File: config.mk
export PLATFORM = sky130hd
export DESIGN_NAME = b3c_top
export DESIGN_NICKNAME = d
export VERILOG_FILES = /design/src/logic/b3c_pkg.sv /design/src/logic/b3c_ramp_if.sv /design/src/logic/b3c_ramp.sv /design/src/logic/b3c_top.sv
export SDC_FILE = /design/constraint.sdc
export NUM_CORES = 1
export LEC_CHECK = 0
export BUFFER_PORTS_ARGS = -buffer_cell sky130_fd_sc_hd__buf_2
export CAP_MARGIN = 20
export CORE_MARGIN = 2
export CORE_UTILIZATION = 38
export CTS_BUF_LIST = sky130_fd_sc_hd__clkbuf_8
export DETAILED_ROUTE_END_ITERATION = 8
export MAX_ROUTING_LAYER = met4
export PLACE_DENSITY_LB_ADDON = 0.1
export SLEW_MARGIN = 30
export SYNTH_ARGS = -nofsm -noshare
export SYNTH_HDL_FRONTEND = slang
export SYNTH_SLANG_ARGS = --single-unit
export TNS_END_PERCENT = 50
File: constraint.sdc
create_clock -name CLK -period 11.49 [get_ports CLK]
set_input_delay 0.5745 -clock CLK [delete_from_list [all_inputs] [get_ports CLK]]
set_output_delay 0.5745 -clock CLK [all_outputs]
set_load 0.01 [all_outputs]
File: src/logic/b3c_pkg.sv
// Constants, register map and types for the regulator 3 command-register control block
// Operation
// - Mode field 00 pulse-skipping (default), 01 low-power burst, 10 forced continuous.
// - Enable waits for output below 300mV when wait bit is 0, else immediate.
// - Variant strap inverts wait bit: 0 enables immediately, 1 waits for 300mV.
// - Reference-select bit 0 uses target A, 1 uses target B.
// - Host writes 1 to slew-trigger bit; device then slews toward selected target.
// - Slew rate codes 00..11 give 0.88, 1.75, 3.5, 7 mV/us; default 11.
// - While slewing, power-good forced low if mask bit 0, normal if 1.
// - Two independent 5-bit target codes, each resetting to 11001.
// - Switch at 2.25MHz; frequency-select bit high drops to 1.125MHz.
// - Phase bit delays switching cycle start 20% at full rate, 50% at half.
// - Keep-alive bit 0 shuts down normally; 1 keeps regulator running in shutdown.
// - Every enable, also after fault, soft-starts from 0V at 0.8V/ms.
// - Soft-start forces pulse-skipping regardless of mode field.
package b3c_pkg;
  localparam int CLK_NS = 25;
  localparam int CLK_KHZ = 40000;
  localparam int US_NS = 1000;
  localparam int TICK_CYC = US_NS / CLK_NS;
  localparam int FSW_FULL_KHZ = 2250;
  localparam int SW_FULL_CYC = CLK_KHZ / FSW_FULL_KHZ;
  localparam int SW_HALF_CYC = 2 * SW_FULL_CYC;
  localparam int PHASE_FULL_PCT = 20;
  localparam int PHASE_HALF_PCT = 50;
  localparam int SW_CNT_W = 6;

  // Wide enough that the top DAC codes do not wrap past 1.048V
  localparam int UV_W = 21;
  // Reference voltages in microvolts; steps are per microsecond tick
  localparam logic [UV_W-1:0] SOFT_STEP_UV = 21'h000320;
  localparam logic [UV_W-1:0] SLEW_STEP_UV0 = 21'h000370;
  localparam logic [UV_W-1:0] SLEW_STEP_UV1 = 21'h0006D6;
  localparam logic [UV_W-1:0] SLEW_STEP_UV2 = 21'h000DAC;
  localparam logic [UV_W-1:0] SLEW_STEP_UV3 = 21'h001B58;
  // DAC mapping of the 5-bit code; plain defaults
  localparam logic [UV_W-1:0] DAC_BASE_UV = 21'h061A80;
  localparam logic [UV_W-1:0] DAC_LSB_UV = 21'h0061A8;

  localparam logic [2:0] ADDR_MODE = 3'h0;
  localparam logic [2:0] ADDR_OUT_EN = 3'h1;
  localparam logic [2:0] ADDR_WAIT = 3'h2;
  localparam logic [2:0] ADDR_VCHG = 3'h3;
  localparam logic [2:0] ADDR_RATE = 3'h4;
  localparam logic [2:0] ADDR_TGT_A = 3'h5;
  localparam logic [2:0] ADDR_TGT_B = 3'h6;
  localparam logic [2:0] ADDR_STATUS = 3'h7;

  localparam logic [7:0] RST_MODE = 8'h00;
  localparam logic [7:0] RST_OUT_EN = 8'h00;
  localparam logic [7:0] RST_WAIT = 8'h00;
  localparam logic [7:0] RST_VCHG = 8'h00;
  localparam logic [7:0] RST_RATE = 8'h3F;
  localparam logic [7:0] RST_TGT = 8'h19;

  localparam int MODE_LSB = 4;
  localparam int OUT_EN_BIT = 2;
  localparam int WAIT_BIT = 2;
  localparam int SEL_BIT = 5;
  localparam int GO_BIT = 4;
  localparam int RATE_LSB = 4;
  localparam int PG_MASK_BIT = 5;
  localparam int FREQ_BIT = 5;
  localparam int PHASE_BIT = 6;
  localparam int ALIVE_BIT = 7;

  typedef enum logic [1:0] {
    MODE_PULSE_SKIP = 2'b00,
    MODE_BURST = 2'b01,
    MODE_CONTINUOUS = 2'b10
  } b3c_mode_e;

  typedef enum logic [1:0] {
    ST_OFF = 2'b00,
    ST_WAIT_LOW = 2'b01,
    ST_SOFT = 2'b10,
    ST_ON = 2'b11
  } b3c_state_e;
endpackage

File: src/logic/b3c_ramp_if.sv
// Interface between the control top and the reference ramp generator
`timescale 1ns/1ps
interface b3c_ramp_if;
  import b3c_pkg::*;
  logic tick;
  logic active;
  logic zero;
  logic [UV_W-1:0] step;
  logic [UV_W-1:0] target;
  logic [UV_W-1:0] ref_uv;
  logic at_target;
  modport ctrl (output tick, active, zero, step, target, input ref_uv, at_target);
  modport ramp (input tick, active, zero, step, target, output ref_uv, at_target);
endinterface

File: src/logic/b3c_ramp.sv
// Reference ramp generator: steps the reference toward a target once per tick
`timescale 1ns/1ps
module b3c_ramp
  import b3c_pkg::*;
(
  input wire logic clk,
  input wire logic reset_n,
  b3c_ramp_if.ramp r
);
  logic [UV_W-1:0] ref_q;
  logic [UV_W-1:0] ref_d;

  always_comb begin
    ref_d = ref_q;
    if (r.zero) begin
      ref_d = '0;
    end else if (r.active && r.tick) begin
      // Clamp the last step so the reference lands on the target exactly
      if (ref_q < r.target) begin
        ref_d = (r.target - ref_q > r.step) ? ref_q + r.step : r.target;
      end else if (ref_q > r.target) begin
        ref_d = (ref_q - r.target > r.step) ? ref_q - r.step : r.target;
      end
    end
  end

  always_ff @(posedge clk) begin
    if (!reset_n) begin
      ref_q <= '0;
    end else begin
      ref_q <= ref_d;
    end
  end

  assign r.ref_uv = ref_q;
  assign r.at_target = (ref_q == r.target);
endmodule

File: src/logic/b3c_top.sv
// Regulator 3 command registers, enable sequencing, slew and switching-clock control
`timescale 1ns/1ps
module b3c_top
  import b3c_pkg::*;
(
  input wire logic CLK,
  input wire logic RESET_N,
  input wire logic REG_WR_EN,
  input wire logic [2:0] REG_ADDR,
  input wire logic [7:0] REG_WDATA,
  output logic [7:0] REG_RDATA,
  input wire logic OUT_BELOW_300MV,
  input wire logic VARIANT_INVERT_WAIT,
  input wire logic SYS_SHUTDOWN,
  input wire logic FAULT,
  input wire logic POWER_GOOD_OUT_SENSE,
  output logic REG_RUN,
  output logic [1:0] MODE_OUT,
  output logic [UV_W-1:0] REF_UV,
  output logic SLEWING,
  output logic SOFT_STARTING,
  output logic FREQ_HALF,
  output logic SW_CYCLE_START,
  output logic POWER_GOOD_OUT
);
  b3c_ramp_if rif ();

  b3c_ramp u_ramp (
    .clk(CLK),
    .reset_n(RESET_N),
    .r(rif.ramp)
  );

  function automatic logic [UV_W-1:0] dac_uv(input logic [4:0] code);
    dac_uv = DAC_BASE_UV + DAC_LSB_UV * {{(UV_W-5){1'b0}}, code};
  endfunction

  function automatic logic [UV_W-1:0] rate_step(input logic [1:0] code);
    unique case (code)
      2'b00: rate_step = SLEW_STEP_UV0;
      2'b01: rate_step = SLEW_STEP_UV1;
      2'b10: rate_step = SLEW_STEP_UV2;
      2'b11: rate_step = SLEW_STEP_UV3;
    endcase
  endfunction

  // Two-flop synchronisers for the pin-side levels
  logic [4:0] sync1_q, sync2_q, sync1_d, sync2_d;
  logic below_s, invert_s, shut_s, fault_s, pg_s;
  assign sync1_d = {POWER_GOOD_OUT_SENSE, FAULT, SYS_SHUTDOWN, VARIANT_INVERT_WAIT, OUT_BELOW_300MV};
  assign sync2_d = sync1_q;
  assign {pg_s, fault_s, shut_s, invert_s, below_s} = sync2_q;

  // Register file
  logic [7:0] mode_q, mode_d, oen_q, oen_d, wait_q, wait_d, vchg_q, vchg_d;
  logic [7:0] rate_q, rate_d, tga_q, tga_d, tgb_q, tgb_d, rdata_q, rdata_d;
  logic go_q, go_d;
  b3c_state_e st_q, st_d;
  logic [SW_CNT_W-1:0] cnt_q, cnt_d;
  logic swp_q, swp_d;

  logic wr_vchg, go_set, wait_eff, run_req, half, sel_b;
  logic [SW_CNT_W-1:0] period, offset;
  logic [UV_W-1:0] sel_target;
  logic [1:0] mode_field;
  logic [5:0] us_q, us_d;
  logic us_tick;

  assign wr_vchg = REG_WR_EN && (REG_ADDR == ADDR_VCHG);
  assign go_set = wr_vchg && REG_WDATA[GO_BIT];
  assign sel_b = vchg_q[SEL_BIT];
  assign sel_target = sel_b ? dac_uv(tgb_q[4:0]) : dac_uv(tga_q[4:0]);
  // Clear wait bit means wait for discharge, unless the variant strap flips it
  assign wait_eff = !(wait_q[WAIT_BIT] ^ invert_s);
  // Keep-alive lets the regulator ride through a system shutdown
  assign run_req = oen_q[OUT_EN_BIT] && !fault_s && !(shut_s && !tgb_q[ALIVE_BIT]);
  assign half = tgb_q[FREQ_BIT];
  assign period = half ? SW_CNT_W'(SW_HALF_CYC) : SW_CNT_W'(SW_FULL_CYC);
  assign offset = !tgb_q[PHASE_BIT] ? '0 :
                  half ? SW_CNT_W'(SW_HALF_CYC * PHASE_HALF_PCT / 100) :
                         SW_CNT_W'(SW_FULL_CYC * PHASE_FULL_PCT / 100);
  assign mode_field = mode_q[MODE_LSB +: 2];

  always_comb begin
    mode_d = mode_q;
    oen_d = oen_q;
    wait_d = wait_q;
    vchg_d = vchg_q;
    rate_d = rate_q;
    tga_d = tga_q;
    tgb_d = tgb_q;
    if (REG_WR_EN) begin
      unique case (REG_ADDR)
        ADDR_MODE: mode_d = REG_WDATA;
        ADDR_OUT_EN: oen_d = REG_WDATA;
        ADDR_WAIT: wait_d = REG_WDATA;
        ADDR_VCHG: vchg_d = REG_WDATA;
        ADDR_RATE: rate_d = REG_WDATA;
        ADDR_TGT_A: tga_d = REG_WDATA;
        ADDR_TGT_B: tgb_d = REG_WDATA;
        ADDR_STATUS: ;
      endcase
    end
    rdata_d = 8'h00;
    unique case (REG_ADDR)
      ADDR_MODE: rdata_d = mode_q;
      ADDR_OUT_EN: rdata_d = oen_q;
      ADDR_WAIT: rdata_d = wait_q;
      ADDR_VCHG: rdata_d = {vchg_q[7:5], go_q, vchg_q[3:0]};
      ADDR_RATE: rdata_d = rate_q;
      ADDR_TGT_A: rdata_d = tga_q;
      ADDR_TGT_B: rdata_d = tgb_q;
      ADDR_STATUS: rdata_d = {4'h0, rif.at_target, go_q, st_q};
    endcase
  end

  // Enable sequencing: off, wait for discharge, soft-start, on
  always_comb begin
    st_d = st_q;
    go_d = go_q;
    if (!run_req) begin
      st_d = ST_OFF;
    end else begin
      unique case (st_q)
        ST_OFF: st_d = wait_eff ? ST_WAIT_LOW : ST_SOFT;
        ST_WAIT_LOW: if (below_s) st_d = ST_SOFT;
        ST_SOFT: if (rif.at_target) st_d = ST_ON;
        ST_ON: ;
      endcase
    end
    // A trigger arriving with the completion still starts a new slew
    if (st_q == ST_OFF || (st_q == ST_ON && go_q && rif.at_target)) begin
      go_d = 1'b0;
    end
    if (go_set) begin
      go_d = 1'b1;
    end
  end

  always_comb begin
    rif.tick = us_tick;
    rif.zero = (st_q != ST_SOFT) && (st_d == ST_SOFT);
    rif.target = sel_target;
    rif.active = (st_q == ST_SOFT) || (st_q == ST_ON && go_q);
    rif.step = (st_q == ST_SOFT) ? SOFT_STEP_UV : rate_step(rate_q[RATE_LSB +: 2]);
  end

  // Microsecond tick divider
  assign us_tick = (us_q == 6'(TICK_CYC - 1));
  assign us_d = us_tick ? '0 : us_q + 6'h01;

  always_comb begin
    cnt_d = '0;
    swp_d = 1'b0;
    if (st_q != ST_OFF && st_q != ST_WAIT_LOW) begin
      cnt_d = (cnt_q >= period - 1'b1) ? '0 : cnt_q + 1'b1;
      swp_d = (cnt_q == offset);
    end
  end

  always_ff @(posedge CLK) begin
    if (!RESET_N) begin
      sync1_q <= '0;
      sync2_q <= '0;
      mode_q <= RST_MODE;
      oen_q <= RST_OUT_EN;
      wait_q <= RST_WAIT;
      vchg_q <= RST_VCHG;
      rate_q <= RST_RATE;
      tga_q <= RST_TGT;
      tgb_q <= RST_TGT;
      rdata_q <= 8'h00;
      go_q <= 1'b0;
      st_q <= ST_OFF;
      cnt_q <= '0;
      swp_q <= 1'b0;
      us_q <= '0;
    end else begin
      sync1_q <= sync1_d;
      sync2_q <= sync2_d;
      mode_q <= mode_d;
      oen_q <= oen_d;
      wait_q <= wait_d;
      vchg_q <= vchg_d;
      rate_q <= rate_d;
      tga_q <= tga_d;
      tgb_q <= tgb_d;
      rdata_q <= rdata_d;
      go_q <= go_d;
      st_q <= st_d;
      cnt_q <= cnt_d;
      swp_q <= swp_d;
      us_q <= us_d;
    end
  end

  logic slewing;
  assign slewing = (st_q == ST_ON) && go_q;

  always_comb begin
    REG_RDATA = rdata_q;
    REG_RUN = (st_q == ST_SOFT) || (st_q == ST_ON);
    // Unused code 11 falls back to pulse-skipping rather than an undefined mode
    if (st_q == ST_SOFT || mode_field == 2'b11) begin
      MODE_OUT = MODE_PULSE_SKIP;
    end else begin
      MODE_OUT = mode_field;
    end
    REF_UV = rif.ref_uv;
    SLEWING = slewing;
    SOFT_STARTING = (st_q == ST_SOFT);
    FREQ_HALF = half;
    SW_CYCLE_START = swp_q;
    POWER_GOOD_OUT = pg_s && (st_q == ST_ON) && !(slewing && !tga_q[PG_MASK_BIT]);
  end
endmodule

# Word-level counts from Yosys, hierarchy flattened
# Index checks and enable logic that the tools add are counted.
# totals
output_inout_bits	37
regBits	111
# classes
bitwise	3
n_reduce_logical	40
n_eq_ne	20
n_mul	2
n_lt_le_gt_ge	5
n_addsub	9
n_mux	19
# ops
operator	n
2-to-1 mux 21 bit	6
one-hot mux 21 bit (4 select lines)	1
one-hot mux 8 bit (8 select lines)	1
greater-than comparator 21 bit	3
subtractor 21 bit	3
adder 19 x 20 -> 21 bit, first input constant	2
multiplier 12 x 5 -> 17 bit, first input constant	2
adder 21 bit	1
equality test 21 bit	1
less-than comparator 21 bit	1
AND reduction 2 bit	9
logical AND 1 bit	13
adder 6 x 1 -> 6 bit, second input constant	2
equality test 2 bit, second input constant	6
equality test 3 bit, second input constant	4
2-to-1 mux 2 bit	5
2-to-1 mux 5 bit	2
equality test 3 x 2 -> 1 bit, second input constant	2
equality test 6 x 5 -> 1 bit	1
equality test 6 bit, second input constant	1
>= comparator 6 bit	1
2-to-1 mux 6 bit	1
one-hot mux 2 bit (3 select lines)	1
nonzero test 2 bit	3
other kinds (14)	26

# Longest topological paths before layout
# Gate-level depths: netlist (run 1).
# logic_depth
depth_word	10
mapped_depth	32
depth_no_buf	30

# Hierarchy
# From an unflattened synthesis (run 1), not the netlist that was laid out.
# hier_totals
hier_cells	1539
hier_area_um2	12007.8
# by_module_without_submodules
mod	instances	seq_area_each_um2	cells_per_inst	area_per_inst_um2
b3c_ramp	1	420.4	835	6058.3
b3c_top	1	1781.7	704	5949.5

# Worst setup path after synthesis (run 1)
# No wires, ideal clock.
# synth_timing
kind	reg-to-reg
startpoint	reg tga_q[3]
endpoint	reg u_ramp.ref_q[19], in the netlist u_ramp.r.ref_uv[19]
setup_ns	0.120
slack_ns	4.922
required_ns	11.370
period_less_slack_ns	6.568
path_stages_with_launch	30
arrival_ns	6.448
cell_sequence	dfxtp_1 -> inv_1 -> ha_1 -> inv_1 -> ha_1 -> ha_1 -> ha_1 -> nand2_1 -> o31ai_4 -> mux2_2 -> a2111oi_4 -> nand2_1 -> a311o_1 -> nand2_1 -> inv_1 -> ha_1 -> clkbuf_1 -> and2_1 -> nand3_1 -> inv_1 -> nand3_1 -> o32ai_1 -> or4_1 -> a211oi_2 -> xnor2_1 -> or3_1 -> buf_6 -> mux2i_4 -> a2111oi_1 -> a211o_1
# synth_via
elab_chain_cells	10
# synth_rtl
element	line_no	text
start: declaration	b3c_top.sv:56	logic [7:0] rate_q, rate_d, tga_q, tga_d, tgb_q, tgb_d, rdata_q, rdata_d;
start signal: assignment	b3c_top.sv:186	tga_q <= tga_d;
multiplier 12 x 5 -> 17 bit *	b3c_top.sv:35	dac_uv = DAC_BASE_UV + DAC_LSB_UV * {{(UV_W-5){1'b0}}, code};
adder 19 x 20 -> 21 bit *	b3c_top.sv:35	
2-to-1 mux 21 bit *	b3c_top.sv:72	assign sel_target = sel_b ? dac_uv(tgb_q[4:0]) : dac_uv(tga_q[4:0]);
branches (longest 7 deep; another with subtractor 21 bit)	--	
end signal: assignment	b3c_ramp.sv:31	ref_q <= ref_d;
end: declaration	b3c_ramp.sv:10	logic [UV_W-1:0] ref_q;
# Mark *: on every way between the ends. The select of a mux whose other input is x is not followed.
# A chain may end at the register's enable or synchronous reset.

# Final worst setup path (run 1)
# Same ends and word-level chain as after synthesis.

==> results of run 1 <==
routing by layer:
layer	vias up	part of all wire, %	wire (µm)	global-route usage (%)
li1	5052	-	-	-
met1	4743	48	15800	29.8
met2	198	48	15800	37.5
met3	28	3.1	1040	2.27
met4	0	1.6	544	4.59
met5	-	0	0	-
critical path: stages, from the launching register on:
cell and delay (ns):
dfxtp_1 0.49, inv_1 0.10, ha_1 0.29, inv_1 0.04
ha_1 0.31, ha_1 0.31, ha_1 0.41, nand2_1 0.12
o31ai_4 0.40, or3b_2 0.20, nand4_1 0.17, o32ai_2 0.75
o2111ai_1 0.28, nand2_1 0.25, inv_1 0.07, ha_1 0.39
and2_1 0.26, nand3_1 0.10, inv_1 0.05, nand3_1 0.09
o32ai_1 0.08, or4_1 0.54, a211oi_2 0.23, xnor2_1 0.09
or3_1 0.70, mux2i_4 0.50, a211oi_1 0.16, a211o_1 0.27
state kept, by name, indices dropped and copies added, names as in the netlist:
name	cells
mode_q	8
cnt_q	6
u_ramp.r.ref_uv	20
sync2_q	5
st_q	2
us_q	6
sync1_q	5
REG_RDATA	8
SW_CYCLE_START	1
tgb_q	8
rate_q	8
wait_q	8
go_q	1
vchg_q	7
oen_q	8
tga_q	8
layout by cell type, fill, tap and decap left out, drive strengths merged, types with 28 or more instances in the layout:
| master | netlist | layout |
|---|---|---|
| nand2 | 169 | 169 |
| ha | 152 | 152 |
| dfxtp | 109 | 109 |
| inv | 95 | 99 |
| a21oi | 85 | 85 |
| nor2 | 84 | 84 |
| o21ai | 83 | 83 |
| buf | 13 | 62 |
| xnor2 | 53 | 53 |
| a21boi | 40 | 40 |
| nand3 | 37 | 37 |
| xor2 | 31 | 31 |
| nor2b | 30 | 30 |
| a21o | 28 | 28 |
| mux2i | 28 | 28 |
| and2 | 28 | 28 |
cell type report:
class                      instances  share of cell area (%)
clock buffer                       9                    1.05
timing repair buffer              62                    2.81
inverter                          97                    3.09
tap                              384                    4.08
clock inverter                     7                   0.659
multi-input combinational       1140                    69.8
sequential                       109                    18.5
metrics by stage:
stage	cells	setup WS (ns)	instance area, µm²
2_1_floorplan	1415	4.92	11000
6_report	1808	3.73	11800
4_1_cts	1808	3.78	11800
3_3_place_gp	1792	3.90	11600
3_5_place_dp	1792	3.81	11600
5_1_grt	1808	3.21	11800
kinds of logic (layout without fill, tap and decap cells):
logic type / Yosys count / count (layout) / synth area share, %
compound gates: 396 / 396 / 25.1
xor+xnor: 84 / 84 / 6.67
fa+ha+maj: 157 / 157 / 18.2
buf+inv: 166 / 175 / 5.94
flops: 109 / 109 / 19.8
mux: 38 / 38 / 3.92
other cells: 1 / 1 / 0.0340
simple gates: 464 / 464 / 20.4
power groups by stage:
stage / Sequential, W / Combinational (W) / Clock, W
floorplan: 0.000401 / 0.000436 / 0
global placement: 0.000402 / 0.000581 / 0
detailed placement: 0.000402 / 0.000584 / 0
CTS: 0.000393 / 0.000586 / 0.000256
global route: 0.000395 / 0.000657 / 0.000272
finish: 0.000393 / 0.000586 / 0.000250
worst min-delay path by stage:
stage | startpoint | end | cells past startpoint
global placement | sync1_q[1] | sync2_q[1] | 1
finish | OUT_BELOW_300MV | sync1_q[0] | 2
detailed placement | sync1_q[3] | sync2_q[3] | 1
global route | FAULT | sync1_q[3] | 2
floorplan | sync1_q[0] | sync2_q[0] | 1
CTS | OUT_BELOW_300MV | sync1_q[0] | 2
==> summary.md, run 1 <==
| Metric | Value |
|---|---|
| Status | complete, no violations |
| CP Max Fanout | 18 |
| First-pass GRT wire length | 53200 µm |
| CP Capture Type | flip-flop |
| Starting Density | 38.5% |
| Fraction of layout cells with a size suffix above 1 | 8.78% |
| RSZ-0062 raised after global routing | false |
| Antenna Violating Nets Remaining | 0 |
| Pwr/cell area | 104 nW/µm² |
| Worst Setup SP | tga_q[3] |
| Via density | 5.54 |
| Req. time, crit path | 11.79 ns |
| Dominant synthesized flop cell | dfxtp_1 |
| Worst-Margin Slew | 0.818 ns |
| # nets final | 1595 |
| Final Wtd Congestion | 0.883 |
| Max-slew violation count | 0 |
| VDD IR max | 68.1 µV |
| Tot Pwr | 0.00123 W |
| Combinational group share of total power | 47.7% |
| Library cells used by synthesis | 86 |
| H-Tree Depth | 3 |
| N_diodes | 0 |
| Flop2flop setup slack | 3.73 ns |
| Yosys warnings | 0 |
| Register area share after synthesis | 19.8% |
| Worst skew pair latency | 0.40 ns |
| Footprint of the multi-input gates | 8220 µm² |
| Total Wirelength | 33200 µm |
| Post-synthesis async set-or-reset flop share | 0% |
| Grt total ovfl | 0 |
| Post-CTS sizing | 0 |
| Register area | 2180 µm² |
| Highest clock rate | 0.129 GHz |
| Routed wire per std cell | 18.4 µm |
| Worst-case clock buffer depth | 2 |
| Drt first pass iters | 5 |
| Area growth, synth to finish | 6.80% |
| Clk sink count | 109 |
| Post-layout util | 41.1% |
| Min-Delay Path Class | in -> reg |
| Pin count of the biggest net entering global routing | 84 |
| DR iter-0 viols | 599 |
| Clock skew | 0.0216 ns |
| Die area | 30400 µm² |
| Power share of the clock group | 20.3% |
| Max-Cap Viols | 0 |
| Post-Syn Instances | 1415 |
| Die width | 174 µm |
| TNS Setup | 0 ns |
| CTS Buf Count | 9 |
| Post-synth top area cell | dfxtp_1 |
| LEAKAGE | 5.12 nW |
| Synth top area cells | dfxtp_1, ha_1, nand2_1 |
| Setup Viol. Count Final | 0 |
| Sw power | 0.000525 W |
| Syn_area_per_cell | 7.79 µm² |
| Sequential Power Share | 32.0% |
| CTS tree | done |
| Total GRT Usage | 22.6% |
| FF-to-FF Start | tga_q[3] |
| Vias in the first global route | 9657 |
| Crit path DAT | 8.06 ns |
| Synth Cell Area | 11000 µm² |
| Slew margin rel. | 45.3% |
| Core Box Area | 28600 µm² |
| Setup crit start kind | flip-flop |
| R2R Path End | u_ramp.r.ref_uv[19] |
| # rows | 62 |
| Worst setup path endpoint | u_ramp.r.ref_uv[19] |
| Hpwl dp | 25800 µm |
| Via count | 10000 |
| Fin crit share | 67.5% |
| Fill cells | 2979 |
| Root Driver | clkbuf_8 |
| Remaining DRCs | 0 |
| I/O Pins | 56 |
| R2r worst-path depth | 27 |
| Setup Fix Bufs, Post-CTS | 0 |
| Top cells by count, synth | nand2_1, ha_1, dfxtp_1 |
| Sw Ratio | 42.8% |
| Hold slack final | 0.376 ns |
| Internal power | 0.000703 W |
| EDFF count, synth | 0 |
| Worst Setup Path Type | reg -> reg |
| Hold buffers post-CTS | 0 |
| Initial antenna violation count | 0 |
| Number of synthesized register bits | 109 |
| Most frequent cell after synthesis | nand2_1 |
| Net count after synthesis | 1591 |
| Die H | 174 µm |
| Port Buffers | 54 |
| Yosys top cell area share | 19.8% |
| Final hold violation count | 0 |
| CTS clk-pin slew, worst paths | 0.13 ns |
| Minimum clock period after layout | 7.76 ns |
(Power assumes the default switching activity.)
==> run 2: changes to the inputs <==
--- a/config.mk
+++ b/config.mk
@@ -5,6 +5,7 @@
 export SDC_FILE = /design/constraint.sdc
 export NUM_CORES = 1
 export LEC_CHECK = 0
+export ABC_AREA = 1
 export BUFFER_PORTS_ARGS = -buffer_cell sky130_fd_sc_hd__buf_2
 export CAP_MARGIN = 20
 export CORE_MARGIN = 2
==> constraint.sdc (replaced) <==
create_clock -name CLK -period 7.9 [get_ports CLK]
set_input_delay 0.395 -clock CLK [delete_from_list [all_inputs] [get_ports CLK]]
set_output_delay 0.395 -clock CLK [all_outputs]
set_load 0.01 [all_outputs]
==> summary.md, run 2 <==
| Metric | Value |
|---|---|
| Max reg flops | 20 (unchanged) |
| Pre-CTS setup slack | 1.63 ns (was 3.81 ns) |
| Remaining DRCs | 0 (unchanged) |
| RSZ-0062 raised after global routing | false (unchanged) |
| Via density | 5.19 (was 5.54) |
| Post-Syn Instances | 1691 (was 1415) |
| Req. time, crit path | 8.19 ns (was 11.79 ns) |
| Core Box Area | 28700 µm² (was 28600 µm²) |
| Total GRT Usage | 22.9% (was 22.6%) |
| Highest clock rate | 0.159 GHz (was 0.129 GHz) |
| Hold slack final | 0.154 ns (was 0.376 ns) |
| Die area | 30600 µm² (was 30400 µm²) |
| EDFF count, synth | 0 (unchanged) |
| Synth top area cells | dfxtp_1, ha_1, nand2_1 (unchanged) |
| Most common cell after layout, fill and taps aside | nand2_1 (unchanged) |
| Hold buffers post-CTS | 0 (unchanged) |
| Worst-case clock buffer depth | 2 (unchanged) |
| Fill cells | 3156 (was 2979) |
| CTS tree | done (unchanged) |
| Final hold violation count | 0 (unchanged) |
| Top delay family on crit path | simple AND/OR/NAND/NOR gates (unchanged) |
| Hpwl dp | 27400 µm (was 25800 µm) |
| Most frequent CP cell | nand2_1 (was ha_1) |
| Status | complete, no violations (unchanged) |
| Worst Setup Path Type | reg -> reg (unchanged) |
| Fin crit share | 79.7% (was 67.5%) |
| Initial antenna violation count | 0 (unchanged) |
| Setup Fix Bufs, Post-CTS | 0 (unchanged) |
| Library cells used by synthesis | 55 (was 86) |
| TNS Setup | 0 ns (unchanged) |
| Minimum clock period after layout | 6.29 ns (was 7.76 ns) |
| CTS clk-pin slew, worst paths | 0.14 ns (was 0.13 ns) |
| Die width | 175 µm (was 174 µm) |
| Worst min-delay path startpoint | POWER_GOOD_OUT_SENSE (was OUT_BELOW_300MV) |
| Most frequent cell after synthesis | nand2_1 (unchanged) |
| Worst-Margin Slew | 0.926 ns (was 0.818 ns) |
| Area growth, synth to finish | 6.95% (was 6.80%) |
| CP max stage delay | 0.43 ns (was 0.75 ns) |
| Commonest non-fill, non-tap cells in the layout | nand2_1, inv_1, ha_1, a21oi_1, nor2_1 (was nand2_1, ha_1, dfxtp_1, inv_1, a21oi_1) |
| Vias in the first global route | 10400 (was 9657) |
| # rows | 62 (unchanged) |
| Yosys top cell area share | 19.7% (was 19.8%) |
| Yosys warnings | 0 (unchanged) |
| Min-Delay Path Class | in -> reg (unchanged) |
| VDD IR max | 87.7 µV (was 68.1 µV) |
| Fraction of layout cells with a size suffix above 1 | 7.46% (was 8.78%) |
| Dominant synthesized flop cell | dfxtp_1 (unchanged) |
| Port Buffers | 54 (unchanged) |
| N_diodes | 0 (unchanged) |
| Via count | 10900 (was 10000) |
| Pwr/cell area | 158 nW/µm² (was 104 nW/µm²) |
| Setup crit start kind | flip-flop (unchanged) |
| Top cells by count, synth | nand2_1, inv_1, ha_1 (was nand2_1, ha_1, dfxtp_1) |
| Total Wirelength | 34100 µm (was 33200 µm) |
| Max-Cap Viols | 0 (unchanged) |
| Root Driver | clkbuf_8 (unchanged) |
| CTS Buf Count | 9 (unchanged) |
| Setup slack after layout | 1.61 ns (was 3.73 ns) |
| Worst Setup SP | tga_q[2] (was tga_q[3]) |
| I/O Pins | 56 (unchanged) |
| H-Tree Depth | 3 (unchanged) |
| FF-to-FF Start | tga_q[2] (was tga_q[3]) |
| CP Buf/Inv Count | 3 (was 4) |
| CP Capture Type | flip-flop (unchanged) |
| Final Wtd Congestion | 0.877 (was 0.883) |
| Worst skew pair latency | 0.41 ns (was 0.40 ns) |
| Register area share after synthesis | 19.7% (was 19.8%) |
| Post-synthesis async set-or-reset flop share | 0% (unchanged) |
| Drt first pass iters | 5 (unchanged) |
| CP Max Fanout | 21 (was 18) |
| Die H | 175 µm (was 174 µm) |
| Net count after synthesis | 1867 (was 1591) |
| Antenna Violating Nets Remaining | 0 (unchanged) |
| DR iter-0 viols | 734 (was 599) |
| Number of synthesized register bits | 109 (unchanged) |
| First-pass GRT wire length | 54900 µm (was 53200 µm) |
| Grt total ovfl | 0 (unchanged) |
| Worst path slowest cell | ha_1 (was o32ai_2) |
| Starting Density | 38.7% (was 38.5%) |
| LEAKAGE | 5.97 nW (was 5.12 nW) |
| Syn_area_per_cell | 6.57 µm² (was 7.79 µm²) |
| Crit path DAT | 6.59 ns (was 8.06 ns) |
| Post-synth top area cell | dfxtp_1 (unchanged) |
| Slew margin rel. | 37.6% (was 45.3%) |
| Setup Viol. Count Final | 0 (unchanged) |
| Pin count of the biggest net entering global routing | 58 (was 84) |
| # nets final | 1886 (was 1595) |
| Routed wire per std cell | 16.3 µm (was 18.4 µm) |
| Synth Cell Area | 11100 µm² (was 11000 µm²) |
| Clk sink count | 109 (unchanged) |
| Max-slew violation count | 0 (unchanged) |
| Clock skew | 0.0214 ns (was 0.0216 ns) |
| Post-CTS sizing | 0 (unchanged) |
==> run 2: where the power goes <==
part	switching, W	total, W	internal [W]
Combinational	0.000604	0.000912	0.000309
Clock	0.000253	0.000388	0.000135
Sequential	0.0000106	0.000576	0.000565
==> run 2: worst paths after layout <==
kind,end,slack [ns],cells past startpoint
worst max register to register,u_ramp.r.ref_uv[12],1.61,38
worst min-delay path,sync1_q[4],0.15,3
worst max-delay path,u_ramp.r.ref_uv[12],1.61,38
worst min register to register,sync2_q[3],0.43,2
==> run 2: area by class of cell <==
class / count / area, µm² / area share, %
multi-input combinational: 1277 / 7720 / 65.0
sequential: 109 / 2180 / 18.4
inverter: 252 / 946 / 7.97
tap: 384 / 480 / 4.05
timing repair buffer: 61 / 323 / 2.72
clock buffer: 9 / 124 / 1.04
clock inverter: 7 / 96.3 / 0.811
==> run 2: kinds of logic after synthesis <==
| kind of cell | after synthesis | synth area share [%] |
|---|---|---|
| AO/OA/AOI/OAI | 347 | 17.9 |
| AND/OR/NAND/NOR | 698 | 27.6 |
| other | 1 | 0.0338 |
| adder cells (fa/ha/maj) | 157 | 18.0 |
| flip-flops | 109 | 19.7 |
| buffers and inverters | 305 | 10.8 |
| XOR/XNOR | 74 | 5.91 |
==> run 2: per-stage QoR <==
step / instance area, µm² / total power [W] / utilization (%) / cells
floorplan: 11100 / 0.00127 / - / 1691
global placement: 11600 / 0.00149 / 40.6 / 2083
detailed placement: 11600 / 0.00149 / 40.6 / 2083
CTS: 11900 / 0.00189 / 41.3 / 2099
global route: 11900 / 0.00203 / 41.4 / 2099
finish: 11900 / 0.00188 / 41.4 / 2099
==> run 2: routing by layer <==
layer	GRT usage, %	up-vias	wire, µm
li1	-	5621	-
met1	30.3	4957	16100
met2	37.4	279	15800
met3	2.44	44	1530
met4	5.90	0	713
met5	-	-	0
==> run 2: tightest hold or removal path, cell delays in order <==
cell and delay, ns:
buf_2 0.07, nand2_1 0.04, inv_1 0.04
==> run 3: changes to the inputs <==
--- a/config.mk
+++ b/config.mk
@@ -5,7 +5,7 @@
 export SDC_FILE = /design/constraint.sdc
 export NUM_CORES = 1
 export LEC_CHECK = 0
-export ABC_AREA = 1
+export ABC_AREA = 0
 export BUFFER_PORTS_ARGS = -buffer_cell sky130_fd_sc_hd__buf_2
 export CAP_MARGIN = 20
 export CORE_MARGIN = 2
==> constraint.sdc (replaced) <==
create_clock -name CLK -period 5.4 [get_ports CLK]
set_input_delay 0.27 -clock CLK [delete_from_list [all_inputs] [get_ports CLK]]
set_output_delay 0.27 -clock CLK [all_outputs]
set_load 0.01 [all_outputs]
==> summary.md, run 3 (synthesized netlist as in run 1, its figures left out) <==
| Metric | Value |
|---|---|
| Slew margin rel. | 46.2% (was 37.6%) |
| Max-slew violation count | 0 (unchanged) |
| Routed wire per std cell | 17.7 µm (was 16.3 µm) |
| Sw Ratio | 40.1% (was 46.2%) |
| Setup Viol. Count Final | 21 (was 0) |
| Remaining DRCs | 0 (unchanged) |
| CP Max Fanout | 7 (was 21) |
| Clock skew | 0.0253 ns (was 0.0214 ns) |
| N_diodes | 0 (unchanged) |
| Pre-CTS setup slack | -1.11 ns (was 1.63 ns) |
| CP Buf/Inv Count | 3 (unchanged) |
| Min-Delay Path Class | in -> reg (unchanged) |
| Setup slack after layout | -0.779 ns (was 1.61 ns) |
| Failing checks | setup timing |
| CTS Buf Count | 9 (unchanged) |
| Worst-Margin Slew | 0.806 ns (was 0.926 ns) |
| CTS tree | done (unchanged) |
| CTS clk-pin slew, worst paths | 0.13 ns (was 0.14 ns) |
| Drt first pass iters | 5 (unchanged) |
| Starting Density | 38.5% (was 38.7%) |
| Post-layout util | 51.7% (was 41.4%) |
| Vias in the first global route | 10800 (was 10400) |
| Clk sink count | 109 (unchanged) |
| Setup crit start kind | flip-flop (unchanged) |
| Via count | 11000 (was 10900) |
| Sequential Power Share | 24.5% (was 30.7%) |
| Grt total ovfl | 0 (unchanged) |
| Die width | 174 µm (was 175 µm) |
| Combinational group share of total power | 58.6% (was 48.6%) |
| Core Box Area | 28600 µm² (was 28700 µm²) |
| Final hold violation count | 0 (unchanged) |
| Initial antenna violation count | 0 (unchanged) |
| Worst Setup Path Type | reg -> reg (unchanged) |
| Die H | 174 µm (was 175 µm) |
| Crit path DAT | 6.47 ns (was 6.59 ns) |
| CP Capture Type | flip-flop (unchanged) |
| TNS Setup | -13.87 ns (was 0 ns) |
| Hold buffers post-CTS | 0 (unchanged) |
| VDD IR max | 155 µV (was 87.7 µV) |
| Top delay family on crit path | compound AO/OA/AOI/OAI gates (was simple AND/OR/NAND/NOR gates) |
| CP max stage delay | 0.48 ns (was 0.43 ns) |
| Via density | 5.33 (was 5.19) |
| Total GRT Usage | 24.6% (was 22.9%) |
| LEAKAGE | 6.55 nW (was 5.97 nW) |
| Total Wirelength | 36500 µm (was 34100 µm) |
| Fill cells | 2768 (was 3156) |
| Max-Cap Viols | 0 (unchanged) |
| Pin count of the biggest net entering global routing | 83 (was 58) |
| First-pass GRT wire length | 58100 µm (was 54900 µm) |
| Footprint of the multi-input gates | 9170 µm² (was 7720 µm²) |
| Most common cell after layout, fill and taps aside | buf_4 (was nand2_1) |
| RSZ-0062 raised after global routing | true (was false) |
| Die area | 30400 µm² (was 30600 µm²) |
| Minimum clock period after layout | 6.18 ns (was 6.29 ns) |
| I/O Pins | 56 (unchanged) |
| Port Buffers | 54 (unchanged) |
| Fin crit share | 114% (was 79.7%) |
| Worst skew pair latency | 0.40 ns (was 0.41 ns) |
| # rows | 62 (unchanged) |
| Commonest non-fill, non-tap cells in the layout | buf_4, nand2_1, ha_1, dfxtp_1, inv_1 (was nand2_1, inv_1, ha_1, a21oi_1, nor2_1) |
| Final Wtd Congestion | 0.906 (was 0.877) |
| H-Tree Depth | 3 (unchanged) |
| Pwr/cell area | 230 nW/µm² (was 158 nW/µm²) |
| Root Driver | clkbuf_8 (unchanged) |
| Fraction of layout cells with a size suffix above 1 | 30.4% (was 7.46%) |
| Register area | 2200 µm² (was 2180 µm²) |
| Worst path slowest cell | or4_1 (was ha_1) |
| Req. time, crit path | 5.69 ns (was 8.19 ns) |
| Internal power | 0.00204 W (was 0.00101 W) |
| Power share of the clock group | 16.9% (was 20.7%) |
| Highest clock rate | 0.162 GHz (was 0.159 GHz) |
| Antenna Violating Nets Remaining | 0 (unchanged) |
| # nets final | 1845 (was 1886) |
| Hold slack final | 0.0676 ns (was 0.154 ns) |
| Hpwl dp | 29000 µm (was 27400 µm) |
| Max reg flops | 20 (unchanged) |
| Sw power | 0.00136 W (was 0.000868 W) |
| Most frequent CP cell | ha_4 (was nand2_1) |
| Worst-case clock buffer depth | 2 (unchanged) |
| Status | finished with violations (was complete, no violations) |
| DR iter-0 viols | 562 (was 734) |
| Area growth, synth to finish | 34.1% (was 6.95%) |
-- run 3: changes by cell type in the layout (fill, tap and decap cells not counted), sizes merged, moves of 31 or more --
cell / delta
buf: +249
nand2: -191
a21oi: -70
nor2: -63
nand3: -93
inv: -153
xnor2: +39
a21boi: +35
o21ai: -31
-- run 3: cell type report --
| type | instances | area share (%) |
|---|---|---|
| clock buffer | 9 | 0.838 |
| clock inverter | 7 | 0.635 |
| tap | 384 | 3.25 |
| inverter | 97 | 2.48 |
| multi-input combinational | 1141 | 62.0 |
| sequential | 109 | 14.9 |
| timing repair buffer | 311 | 15.9 |
-- run 3: metal layers --
metal / vias to the layer above / global-route usage (%) / wire (µm)
met5: - / - / 0
met4: 0 / 9.14 / 1330
met3: 62 / 2.14 / 1110
met2: 219 / 40.9 / 17100
met1: 5143 / 31.1 / 16900
li1: 5550 / - / -
-- run 3: path summary, 6_finish.rpt --
path | from | end | slack, ns | cells past startpoint
min | VARIANT_INVERT_WAIT | sync1_q[1] | 0.07 | 2
max reg2reg | tga_q[2] | u_ramp.r.ref_uv[13] | -0.78 | 28
min reg2reg | sync1_q[3] | sync2_q[3] | 0.44 | 1
max | tga_q[2] | u_ramp.r.ref_uv[13] | -0.78 | 28
-- run 3: per-stage QoR --
stage / instance area, µm² / std cells / power [W]
after floorplan: 11300 / 1415 / 0.00182
after global placement: 13600 / 2020 / 0.00251
after CTS: 14400 / 2050 / 0.00331
final: 14800 / 2058 / 0.00340
after global routing: 14800 / 2058 / 0.00363
after detailed placement: 13600 / 2020 / 0.00253
-- run 3: power by group through the flow --
| stage | sequential, W | combinational [W] | clock (W) |
|---|---|---|---|
| 2_1_floorplan | 0.000853 | 0.000968 | 0 |
| 3_3_place_gp | 0.000853 | 0.00166 | 0 |
| 3_5_place_dp | 0.000853 | 0.00167 | 0 |
| 4_1_cts | 0.000834 | 0.00188 | 0.000596 |
| 5_1_grt | 0.000836 | 0.00217 | 0.000622 |
| 6_report | 0.000834 | 0.00199 | 0.000577 |
-- run 3: timing repair --
action / 4_1_cts / 5_1_grt
setup buffers: 13 / 8
endpoints found under the setup margin: 23 / 23
cloned: 1 / 1
pin swaps: 49 / 41
gates resized for setup: 95 / 66
-- run 3: worst register-to-register path, delay by kind of cell, from the launching register on --
family                   cells  cell delay [ns]
AO/OA/AOI/OAI               12             1.98
adder cells (fa/ha/maj)      6             1.43
AND/OR/NAND/NOR              3             1.19
XOR/XNOR                     4             0.67
buffers and inverters        3             0.44
flip-flops                   1             0.38
